===== src/common/fpu_decode_cfg.svh =====
// Encodings, reset values and cycle counts of the control and
// transcendental decoder. Included by the decoder and its package users.
`ifndef FPU_DECODE_CFG_SVH
`define FPU_DECODE_CFG_SVH

// Escape byte: upper five bits, group in the low three
`define COPROC_ESCAPE_TAG      5'h1b
`define GROUP_001              3'h1
`define GROUP_011              3'h3
`define GROUP_101              3'h5
`define GROUP_111              3'h7

// Register-form second bytes
`define BYTE_COSINE            8'hff
`define BYTE_PART_TANGENT      8'hf2
`define BYTE_PART_ARCTANGENT   8'hf3
`define BYTE_SINE              8'hfe
`define BYTE_SINE_COSINE       8'hfb
`define BYTE_LOG_PLUS_ONE      8'hf9
`define BYTE_REINITIALIZE      8'he3
`define BYTE_STATUS_TO_HOST    8'he0
`define BYTE_CLEAR_EXCEPTIONS  8'he2
`define BYTE_STACK_INC         8'hf7
`define BYTE_STACK_DEC         8'hf6
`define BYTE_NO_OPERATION      8'hd0
`define BYTE_LEGACY_INT_EN     8'he0
`define BYTE_LEGACY_INT_DIS    8'he1

// Memory-form reg field values
`define REG_LOAD_CONTROL       3'h5
`define REG_STORE_STATUS       3'h7
`define REG_STORE_ENV          3'h6
`define REG_LOAD_ENV           3'h4
`define REG_SAVE_STATE         3'h6
`define REG_RESTORE_STATE      3'h4
`define MOD_REGISTER_FORM      2'h3

// Cycle counts, least and most
`define CYC_COSINE_MIN         10'd123
`define CYC_COSINE_MAX         10'd772
`define CYC_TANGENT_MIN        10'd191
`define CYC_TANGENT_MAX        10'd497
`define CYC_ARCTAN_MIN         10'd314
`define CYC_ARCTAN_MAX         10'd487
`define CYC_SINE_MIN           10'd122
`define CYC_SINE_MAX           10'd771
`define CYC_SINCOS_MIN         10'd194
`define CYC_SINCOS_MAX         10'd809
`define CYC_LOGP1_MIN          10'd257
`define CYC_LOGP1_MAX          10'd547
`define CYC_REDUCTION          10'd76
`define CYC_REINITIALIZE       10'd33
`define CYC_STATUS_TO_HOST     10'd13
`define CYC_LOAD_CONTROL       10'd19
`define CYC_STORE_STATUS       10'd15
`define CYC_CLEAR_EXCEPTIONS   10'd11
`define CYC_STORE_ENV_MIN      10'd103
`define CYC_STORE_ENV_MAX      10'd104
`define CYC_LOAD_ENV           10'd71
`define CYC_SAVE_STATE_MIN     10'd375
`define CYC_SAVE_STATE_MAX     10'd376
`define CYC_RESTORE_STATE      10'd308
`define CYC_STACK_INC          10'd21
`define CYC_STACK_DEC          10'd22
`define CYC_NO_OPERATION       10'd12

// Reset values
`define RESET_CONTROL_WORD     16'h003f
`define RESET_STACK_PTR        3'h0
`define RESET_EXC_FLAGS        6'h00

`endif


===== src/common/fpu_decode_pkg.sv =====
// Types used by the decoder; its cycle timer uses none of them.
// Assumes the constants header sits beside it.
package fpu_decode_pkg;
    typedef enum logic [4:0] {
        OP_NONE,
        OP_COSINE,
        OP_PARTIAL_TANGENT,
        OP_PARTIAL_ARCTANGENT,
        OP_SINE,
        OP_SINE_COSINE,
        OP_SCALED_LOG_PLUS_ONE,
        OP_REINITIALIZE,
        OP_STORE_STATUS_WORD_HOST,
        OP_LOAD_CONTROL_WORD,
        OP_STORE_STATUS_WORD_MEM,
        OP_CLEAR_EXCEPTIONS,
        OP_STORE_ENVIRONMENT,
        OP_LOAD_ENVIRONMENT,
        OP_SAVE_FULL_STATE,
        OP_RESTORE_FULL_STATE,
        OP_STACK_PTR_INCREMENT,
        OP_STACK_PTR_DECREMENT,
        OP_NO_OPERATION
    } op_type;

    typedef enum logic {
        ST_IDLE,
        ST_EXECUTE
    } state_type;
endpackage


===== src/verilog/op_cycle_timer.sv =====
// Down counter that times one instruction's execution.
// Assumes a single clock and a synchronous active-high reset.
module op_cycle_timer #(
    parameter int W = 10
) (
    input  wire logic         sys_clk,
    input  wire logic         reset,
    input  wire logic         start,
    input  wire logic [W-1:0] startCount,
    output logic              running,
    output logic              done
);
    logic [W-1:0] count;
    wire          lastCycle = running && (count <= W'(1));

    // Load on start, count down, pulse done on the last cycle
    always_ff @(posedge sys_clk)
    begin
        if (reset)
        begin
            count   <= '0;
            running <= 1'b0;
            done    <= 1'b0;
        end
        else if (start)
        begin
            count   <= startCount;
            running <= (startCount != '0);  // One-cycle run needs no count
            done    <= (startCount == '0);
        end
        else
        begin
            count   <= running ? count - W'(1) : count;
            running <= running && !lastCycle;
            done    <= lastCycle;
        end
    end
endmodule // op_cycle_timer


===== src/verilog/fpu_control_transcend_decode.sv =====
// Decoder and sequencer for the transcendental and processor-control
// instruction groups of a floating-point coprocessor.
// Assumes the host presents one escape instruction per instrValid pulse
// and holds further numeric instructions while busy is high.
`include "fpu_decode_cfg.svh"

module fpu_control_transcend_decode (
    input  wire logic        sys_clk,
    input  wire logic        reset,
    input  wire logic        instrValid,
    input  wire logic [7:0]  instrByte0,
    input  wire logic [7:0]  instrByte1,
    input  wire logic [31:0] instrAddr,
    input  wire logic [3:0]  prefixCount,
    input  wire logic        protectedMode,
    input  wire logic        slowPath,
    input  wire logic        largeOperand,
    input  wire logic [5:0]  exceptionEvent,
    input  wire logic [15:0] controlWordIn,
    output logic             busy,
    output logic             errorOut,
    output logic             hostStatusValid,
    output logic             memStatusValid,
    output logic [15:0]      statusWord,
    output logic [15:0]      controlWord,
    output logic [2:0]       stackPtr,
    output logic [5:0]       exceptionFlags,
    output logic [31:0]      savedInstrPtr,
    output logic [10:0]      savedOpcode,
    output logic             ptrFormatProtected,
    output logic             unknownOp
);
    fpu_decode_pkg::op_type    decodedOp;
    fpu_decode_pkg::op_type    activeOp;
    fpu_decode_pkg::state_type state;
    logic [9:0] minCycles;
    logic [9:0] maxCycles;
    logic       timerRunning;
    logic       timerDone;

    // Field split of the two instruction bytes
    wire       isEscape   = instrByte0[7:3] == `COPROC_ESCAPE_TAG;
    wire [2:0] group      = instrByte0[2:0];
    wire [2:0] regField   = instrByte1[5:3];
    wire       memForm    = instrByte1[7:6] != `MOD_REGISTER_FORM;
    wire       grp1       = isEscape && group == `GROUP_001;
    wire       grp3       = isEscape && group == `GROUP_011;
    wire       grp5       = isEscape && group == `GROUP_101;
    wire       grp7       = isEscape && group == `GROUP_111;
    wire       isLegacy   = grp3 && (instrByte1 == `BYTE_LEGACY_INT_EN ||
                                     instrByte1 == `BYTE_LEGACY_INT_DIS);
    wire       isTrig     = decodedOp == fpu_decode_pkg::OP_COSINE ||
                            decodedOp == fpu_decode_pkg::OP_PARTIAL_TANGENT ||
                            decodedOp == fpu_decode_pkg::OP_SINE ||
                            decodedOp == fpu_decode_pkg::OP_SINE_COSINE;
    wire       accept     = instrValid && state == fpu_decode_pkg::ST_IDLE &&
                            decodedOp != fpu_decode_pkg::OP_NONE;
    wire [9:0] extraRange = slowPath ? maxCycles - minCycles : 10'h000;
    wire [9:0] extraTrig  = (isTrig && largeOperand) ? `CYC_REDUCTION
                                                     : 10'h000;
    wire [9:0] duration   = minCycles + extraRange + extraTrig;
    wire [31:0] prefixStart = instrAddr - {28'h0000000, prefixCount};
    wire [5:0] unmasked   = exceptionFlags & ~controlWord[5:0];

    // Opcode decode per group and second byte
    always_comb
    begin
        decodedOp = fpu_decode_pkg::OP_NONE;
        if (grp1 && memForm)
        begin
            case (regField)
                `REG_LOAD_CONTROL: decodedOp =
                    fpu_decode_pkg::OP_LOAD_CONTROL_WORD;
                `REG_STORE_ENV:    decodedOp =
                    fpu_decode_pkg::OP_STORE_ENVIRONMENT;
                `REG_LOAD_ENV:     decodedOp =
                    fpu_decode_pkg::OP_LOAD_ENVIRONMENT;
                default:           decodedOp = fpu_decode_pkg::OP_NONE;
            endcase
        end
        else if (grp1)
        begin
            case (instrByte1)
                `BYTE_COSINE:          decodedOp =
                    fpu_decode_pkg::OP_COSINE;
                `BYTE_PART_TANGENT:    decodedOp =
                    fpu_decode_pkg::OP_PARTIAL_TANGENT;
                `BYTE_PART_ARCTANGENT: decodedOp =
                    fpu_decode_pkg::OP_PARTIAL_ARCTANGENT;
                `BYTE_SINE:            decodedOp =
                    fpu_decode_pkg::OP_SINE;
                `BYTE_SINE_COSINE:     decodedOp =
                    fpu_decode_pkg::OP_SINE_COSINE;
                `BYTE_LOG_PLUS_ONE:    decodedOp =
                    fpu_decode_pkg::OP_SCALED_LOG_PLUS_ONE;
                `BYTE_STACK_INC:       decodedOp =
                    fpu_decode_pkg::OP_STACK_PTR_INCREMENT;
                `BYTE_STACK_DEC:       decodedOp =
                    fpu_decode_pkg::OP_STACK_PTR_DECREMENT;
                `BYTE_NO_OPERATION:    decodedOp =
                    fpu_decode_pkg::OP_NO_OPERATION;
                default:               decodedOp = fpu_decode_pkg::OP_NONE;
            endcase
        end
        else if (grp3 && instrByte1 == `BYTE_REINITIALIZE)
            decodedOp = fpu_decode_pkg::OP_REINITIALIZE;
        else if (grp3 && instrByte1 == `BYTE_CLEAR_EXCEPTIONS)
            decodedOp = fpu_decode_pkg::OP_CLEAR_EXCEPTIONS;
        else if (grp7 && instrByte1 == `BYTE_STATUS_TO_HOST)
            decodedOp = fpu_decode_pkg::OP_STORE_STATUS_WORD_HOST;
        else if (grp5 && memForm && regField == `REG_STORE_STATUS)
            decodedOp = fpu_decode_pkg::OP_STORE_STATUS_WORD_MEM;
        else if (grp5 && memForm && regField == `REG_SAVE_STATE)
            decodedOp = fpu_decode_pkg::OP_SAVE_FULL_STATE;
        else if (grp5 && memForm && regField == `REG_RESTORE_STATE)
            decodedOp = fpu_decode_pkg::OP_RESTORE_FULL_STATE;
    end

    // Cycle range of the decoded operation
    always_comb
    begin
        case (decodedOp)
            fpu_decode_pkg::OP_COSINE:
            begin
                minCycles = `CYC_COSINE_MIN;
                maxCycles = `CYC_COSINE_MAX;
            end
            fpu_decode_pkg::OP_PARTIAL_TANGENT:
            begin
                minCycles = `CYC_TANGENT_MIN;
                maxCycles = `CYC_TANGENT_MAX;
            end
            fpu_decode_pkg::OP_PARTIAL_ARCTANGENT:
            begin
                minCycles = `CYC_ARCTAN_MIN;
                maxCycles = `CYC_ARCTAN_MAX;
            end
            fpu_decode_pkg::OP_SINE:
            begin
                minCycles = `CYC_SINE_MIN;
                maxCycles = `CYC_SINE_MAX;
            end
            fpu_decode_pkg::OP_SINE_COSINE:
            begin
                minCycles = `CYC_SINCOS_MIN;
                maxCycles = `CYC_SINCOS_MAX;
            end
            fpu_decode_pkg::OP_SCALED_LOG_PLUS_ONE:
            begin
                minCycles = `CYC_LOGP1_MIN;
                maxCycles = `CYC_LOGP1_MAX;
            end
            fpu_decode_pkg::OP_STORE_ENVIRONMENT:
            begin
                minCycles = `CYC_STORE_ENV_MIN;
                maxCycles = `CYC_STORE_ENV_MAX;
            end
            fpu_decode_pkg::OP_SAVE_FULL_STATE:
            begin
                minCycles = `CYC_SAVE_STATE_MIN;
                maxCycles = `CYC_SAVE_STATE_MAX;
            end
            fpu_decode_pkg::OP_REINITIALIZE:
            begin
                minCycles = `CYC_REINITIALIZE;
                maxCycles = `CYC_REINITIALIZE;
            end
            fpu_decode_pkg::OP_STORE_STATUS_WORD_HOST:
            begin
                minCycles = `CYC_STATUS_TO_HOST;
                maxCycles = `CYC_STATUS_TO_HOST;
            end
            fpu_decode_pkg::OP_LOAD_CONTROL_WORD:
            begin
                minCycles = `CYC_LOAD_CONTROL;
                maxCycles = `CYC_LOAD_CONTROL;
            end
            fpu_decode_pkg::OP_STORE_STATUS_WORD_MEM:
            begin
                minCycles = `CYC_STORE_STATUS;
                maxCycles = `CYC_STORE_STATUS;
            end
            fpu_decode_pkg::OP_CLEAR_EXCEPTIONS:
            begin
                minCycles = `CYC_CLEAR_EXCEPTIONS;
                maxCycles = `CYC_CLEAR_EXCEPTIONS;
            end
            fpu_decode_pkg::OP_LOAD_ENVIRONMENT:
            begin
                minCycles = `CYC_LOAD_ENV;
                maxCycles = `CYC_LOAD_ENV;
            end
            fpu_decode_pkg::OP_RESTORE_FULL_STATE:
            begin
                minCycles = `CYC_RESTORE_STATE;
                maxCycles = `CYC_RESTORE_STATE;
            end
            fpu_decode_pkg::OP_STACK_PTR_INCREMENT:
            begin
                minCycles = `CYC_STACK_INC;
                maxCycles = `CYC_STACK_INC;
            end
            fpu_decode_pkg::OP_STACK_PTR_DECREMENT:
            begin
                minCycles = `CYC_STACK_DEC;
                maxCycles = `CYC_STACK_DEC;
            end
            fpu_decode_pkg::OP_NO_OPERATION:
            begin
                minCycles = `CYC_NO_OPERATION;
                maxCycles = `CYC_NO_OPERATION;
            end
            default:
            begin
                minCycles = 10'h001;
                maxCycles = 10'h001;
            end
        endcase
    end

    // Execution timer, loaded so busy stands exactly duration cycles
    op_cycle_timer #(.W(10)) timer (
        .sys_clk    (sys_clk),
        .reset      (reset),
        .start      (accept),
        .startCount (duration - 10'h001),
        .running    (timerRunning),
        .done       (timerDone)
    );

    // Sequencer and busy line
    always_ff @(posedge sys_clk)
    begin
        if (reset)
        begin
            state    <= fpu_decode_pkg::ST_IDLE;
            activeOp <= fpu_decode_pkg::OP_NONE;
            busy     <= 1'b0;
        end
        else if (accept)
        begin
            state    <= fpu_decode_pkg::ST_EXECUTE;
            activeOp <= decodedOp;
            busy     <= 1'b1;
        end
        else if (timerDone)
        begin
            state <= fpu_decode_pkg::ST_IDLE;
            busy  <= 1'b0;
        end
    end

    // Saved pointer image and unknown-opcode pulse; legacy opcodes skip all
    always_ff @(posedge sys_clk)
    begin
        if (reset)
        begin
            savedInstrPtr      <= 32'h00000000;
            savedOpcode        <= 11'h000;
            ptrFormatProtected <= 1'b0;
            unknownOp          <= 1'b0;
        end
        else
        begin
            unknownOp <= instrValid && !isLegacy && !busy &&
                         decodedOp == fpu_decode_pkg::OP_NONE;
            if (accept)
            begin
                savedInstrPtr      <= prefixStart;
                savedOpcode        <= protectedMode ? 11'h000
                                      : {group, instrByte1};
                ptrFormatProtected <= protectedMode;
            end
        end
    end

    // Completion effects; a new exception beats a clear in the same cycle
    always_ff @(posedge sys_clk)
    begin
        if (reset)
        begin
            controlWord     <= `RESET_CONTROL_WORD;
            stackPtr        <= `RESET_STACK_PTR;
            exceptionFlags  <= `RESET_EXC_FLAGS;
            hostStatusValid <= 1'b0;
            memStatusValid  <= 1'b0;
            statusWord      <= 16'h0000;
            errorOut        <= 1'b0;
        end
        else
        begin
            hostStatusValid <= timerDone &&
                activeOp == fpu_decode_pkg::OP_STORE_STATUS_WORD_HOST;
            memStatusValid  <= timerDone &&
                activeOp == fpu_decode_pkg::OP_STORE_STATUS_WORD_MEM;
            statusWord      <= {2'h0, stackPtr, 3'h0, errorOut, 1'b0,
                                exceptionFlags};
            errorOut        <= |unmasked;
            if (timerDone && activeOp == fpu_decode_pkg::OP_REINITIALIZE)
            begin
                controlWord    <= `RESET_CONTROL_WORD;
                stackPtr       <= `RESET_STACK_PTR;
                exceptionFlags <= exceptionEvent;
            end
            else
            begin
                if (timerDone &&
                    activeOp == fpu_decode_pkg::OP_LOAD_CONTROL_WORD)
                    controlWord <= controlWordIn;
                if (timerDone &&
                    activeOp == fpu_decode_pkg::OP_STACK_PTR_INCREMENT)
                    stackPtr <= stackPtr + 3'h1;
                else if (timerDone &&
                    activeOp == fpu_decode_pkg::OP_STACK_PTR_DECREMENT)
                    stackPtr <= stackPtr - 3'h1;
                if (timerDone &&
                    activeOp == fpu_decode_pkg::OP_CLEAR_EXCEPTIONS)
                    exceptionFlags <= exceptionEvent;
                else
                    exceptionFlags <= exceptionFlags | exceptionEvent;
            end
        end
    end

    // Helper for the length checks: busy cycles and the expected count
    logic [9:0] busyLen;
    logic [9:0] expectLen;
    always_ff @(posedge sys_clk)
    begin
        if (reset)
        begin
            busyLen   <= 10'h000;
            expectLen <= 10'h000;
        end
        else if (accept)
        begin
            busyLen   <= 10'h000;
            expectLen <= duration;
        end
        else if (busy)
            busyLen <= busyLen + 10'h001;
    end
endmodule // fpu_control_transcend_decode


===== config.mk =====
export PLATFORM = sky130hd
export DESIGN_NAME = fpu_control_transcend_decode
export DESIGN_NICKNAME = d
export VERILOG_FILES = /design/src/common/fpu_decode_pkg.sv /design/src/verilog/op_cycle_timer.sv /design/src/verilog/fpu_control_transcend_decode.sv
export VERILOG_INCLUDE_DIRS = /design/src /design/src/common
export SDC_FILE = /design/constraint.sdc
export NUM_CORES = 1
export LEC_CHECK = 0
export BUFFER_PORTS_ARGS = -buffer_cell sky130_fd_sc_hd__buf_4
export CORE_UTILIZATION = 50
export CTS_BUF_LIST = sky130_fd_sc_hd__clkbuf_16
export CTS_CLUSTER_SIZE = 24
export DETAILED_ROUTE_END_ITERATION = 8
export PLACE_DENSITY = 0.77
export SKIP_CTS_REPAIR_TIMING = 1
export SLEW_MARGIN = 20
export SYNTH_ARGS = -nofsm -noshare
export SYNTH_HDL_FRONTEND = slang
export SYNTH_HIERARCHICAL = 1
export SYNTH_SLANG_ARGS = --single-unit

===== constraint.sdc =====
create_clock -name sys_clk -period 7.7 [get_ports sys_clk]
set_input_delay 0.77 -clock sys_clk [delete_from_list [all_inputs] [get_ports sys_clk]]
set_output_delay 0.77 -clock sys_clk [all_outputs]
set_load 0.1 [all_outputs]

==> metrics.txt <==
unrepaired setup endpoints after global routing=no; clk sinks=101; Seq/Total Area, Yosys=31.4%; status=complete, no violations; Ys Warns=6; H-tree depth=3; via count=5951; drt drc=0; highest-delay cell along the critical path=fa_1; ANT nets after route=0; hpwl dp=12100 µm; Pleak=3.38 nW; largest net degree at the start of global routing=85; synth unique cells=79; Peak VDD IR=0.175 mV; CP max stage delay=0.53 ns; Clock transition at path regs=0.07 ns; required time of the critical path=7.99 ns; drt total wl=15700 µm; count of buffers from port buffering=163; Mapped Avg Cell Area=7.96 µm²; MaxCap Viol Count=0; Seq cells post-synth=101; fill cell count=1094; design area=7930 µm²; non-filler instance count after layout=1114; number of enable flip-flop cells after synthesis=0; total die area=13300 µm²; Hold Fails Final Rpt=0; setup_tns=0 ns; vias in the first global route=5401; first-pass GRT wire length=25700 µm; Tmin final=6.90 ns; GR Util All Layers=24.4%; PwrDens=149 nW/µm²; Starting Density=51.2%; Mapped Cells=808; CP most frequent cell=ha_1; initial antenna violation count=0; CTS Buffer Depth=2; final worst-path cycle share=89.6%; Critical Path End Type=flip-flop; num rows=41; GP Congestion=0.946; GRT overflow=0; synthesis-to-finish area growth=23.3%; CTS tree=built; fin nets=1066; Die H=115 µm; Setup CP Type=input port to flip-flop; Clock Latency Late Sink=0.34 ns; chip width=115 µm; I/O Pins=170; area of the multi-input gates=3980 µm²; TritonRoute pass-1 iters=5; CTS root buf=clkbuf_16; pre-CTS setup slack=0.497 ns; PnR worst setup slack=0.800 ns; placed insts=1098; CP Max Fanout=12; core outline area=12600 µm²; startpoint class of the critical path=input port; share of layout cells above drive strength 1=21.1%; headroom to the max-slew limit=41.2%; Initial DRC Count=351; Worst Max-Slew Pin Slew=0.881 ns; Worst Hold Class=flip-flop to flip-flop; CTS Buf Count=9; Synth Cell Area=6430 µm²; via/cell ratio=5.34; Clock Skew=0.00435 ns; # setup viols final=0; drt wl/cell=14.1 µm; Top FF cell, synth=dfxtp_1; Placed Area=7660 µm²; Final Power=1.18 mW; register area=2020 µm²; Max Fclk=145 MHz; Async SR Flop Fraction=0%; critical path data arrival time=7.19 ns; Slew Limit Fails=0; Antenna Diode Count=0
## sequential cells by signal (all words and copies together), names as in the netlist
register / flops
savedInstrPtr: 32
controlWord: 16
savedOpcode: 11
statusWord: 10
timer/count: 10
exceptionFlags: 6
activeOp: 5
stackPtr: 3
errorOut: 1
hostStatusValid: 1
memStatusValid: 1
ptrFormatProtected: 1
state: 1
timer/done: 1
timer/running: 1
unknownOp: 1
## cells in the final DEF, fill, tap and decap left out, types with 5 or more instances in the layout
cell and instances:
buf_4 168, dfxtp_1 101, nand2_1 92, nor2_1 84, a21oi_1 55, inv_1 49
ha_1 42, xnor2_1 31, a211oi_1 30, o21ai_0 28, nor2b_1 24, xor2_1 21
nand3b_1 17, nor4_1 15, nor3_1 15, nand3_1 15, o21a_1 12, nand2b_1 11
clkbuf_16 9, a21o_1 7, fa_1 7, or3_1 6, conb_1 6, and2_1 5
mux2i_1 5, o211ai_1 5
## worst paths after layout
path / from / end / slack, ns / cells past startpoint
setup / recovery: instrByte1[5] / timer/done / 0.80 / 32
hold / removal: controlWord[9] / controlWord[9] / 0.45 / 2
setup reg to reg: state / savedInstrPtr[14] / 5.17 / 6
hold reg to reg: controlWord[9] / controlWord[9] / 0.45 / 2
## where the power goes
group          switching (mW)  total, mW  internal, mW
clock                   0.196      0.415         0.219
combinational           0.146      0.233        0.0870
sequential            0.00464      0.534         0.529
total                   0.347       1.18         0.835
## per-layer routing
layer | routed length (µm) | GRT usage, % | share of wire [%] | vias up
met5 | 0 | 0 | 0 | -
met4 | 233 | 6.93 | 1.5 | 0
met3 | 1170 | 8.37 | 7.5 | 21
met2 | 7640 | 41.2 | 49 | 171
met1 | 6660 | 29.5 | 42 | 2709
li1 | - | - | - | 3050
## through the flow
step,util [%],hold WS [ns]
floorplan,-,0.480
global placement,61.0,0.441
detailed placement,61.0,0.446
CTS,63.1,0.459
global route,63.1,0.467
finish,63.1,0.455
## final cells by class
class	instances	area share [%]
clock buffer	9	2.84
tap	172	2.71
multi-input combinational	609	50.2
timing repair buffer	168	15.9
clock inverter	7	0.552
inverter	48	2.33
sequential	101	25.5
## cells by family (layout without fill, tap and decap cells)
kind of cell,Yosys count,count (layout),share of synthesized area (%)
compound gates,180,180,18.5
xor+xnor,52,52,7.08
other cells,1,6,0.0583
mux,5,5,0.778
buf+inv,103,232,6.98
flops,101,101,31.4
fa+ha+maj,49,49,10.4
simple gates,317,317,24.8
## Yosys cell counts, types with 11 or more instances
| library cell | n | area share, % |
|---|---|---|
| dfxtp_1 | 101 | 31 |
| nor3_1 | 15 | 1.2 |
| nand3b_1 | 17 | 2.0 |
| nor2_1 | 84 | 4.9 |
| inv_1 | 46 | 2.7 |
| xor2_1 | 21 | 2.9 |
| xnor2_1 | 31 | 4.2 |
| nand3_1 | 15 | 1.2 |
| a211oi_1 | 30 | 3.5 |
| nand2b_1 | 11 | 1.1 |
| o21ai_0 | 28 | 2.2 |
| nor2b_1 | 24 | 2.3 |
| o21a_1 | 12 | 1.4 |
| clkbuf_1 | 36 | 2.1 |
| nor4_1 | 15 | 1.5 |
| nand2_1 | 92 | 5.4 |
| ha_1 | 42 | 8.2 |
| a21oi_1 | 55 | 4.3 |
## worst max-delay path, delay by kind of cell
kind | cells | cell delay, ns
buffers and inverters | 3 | 0.28
AOI/OAI and AO/OA | 11 | 2.40
xor gates and xnor gates | 3 | 0.39
adders and majority gates | 5 | 1.71
and+or+nand+nor | 10 | 1.62
(Power assumes the default switching activity.)
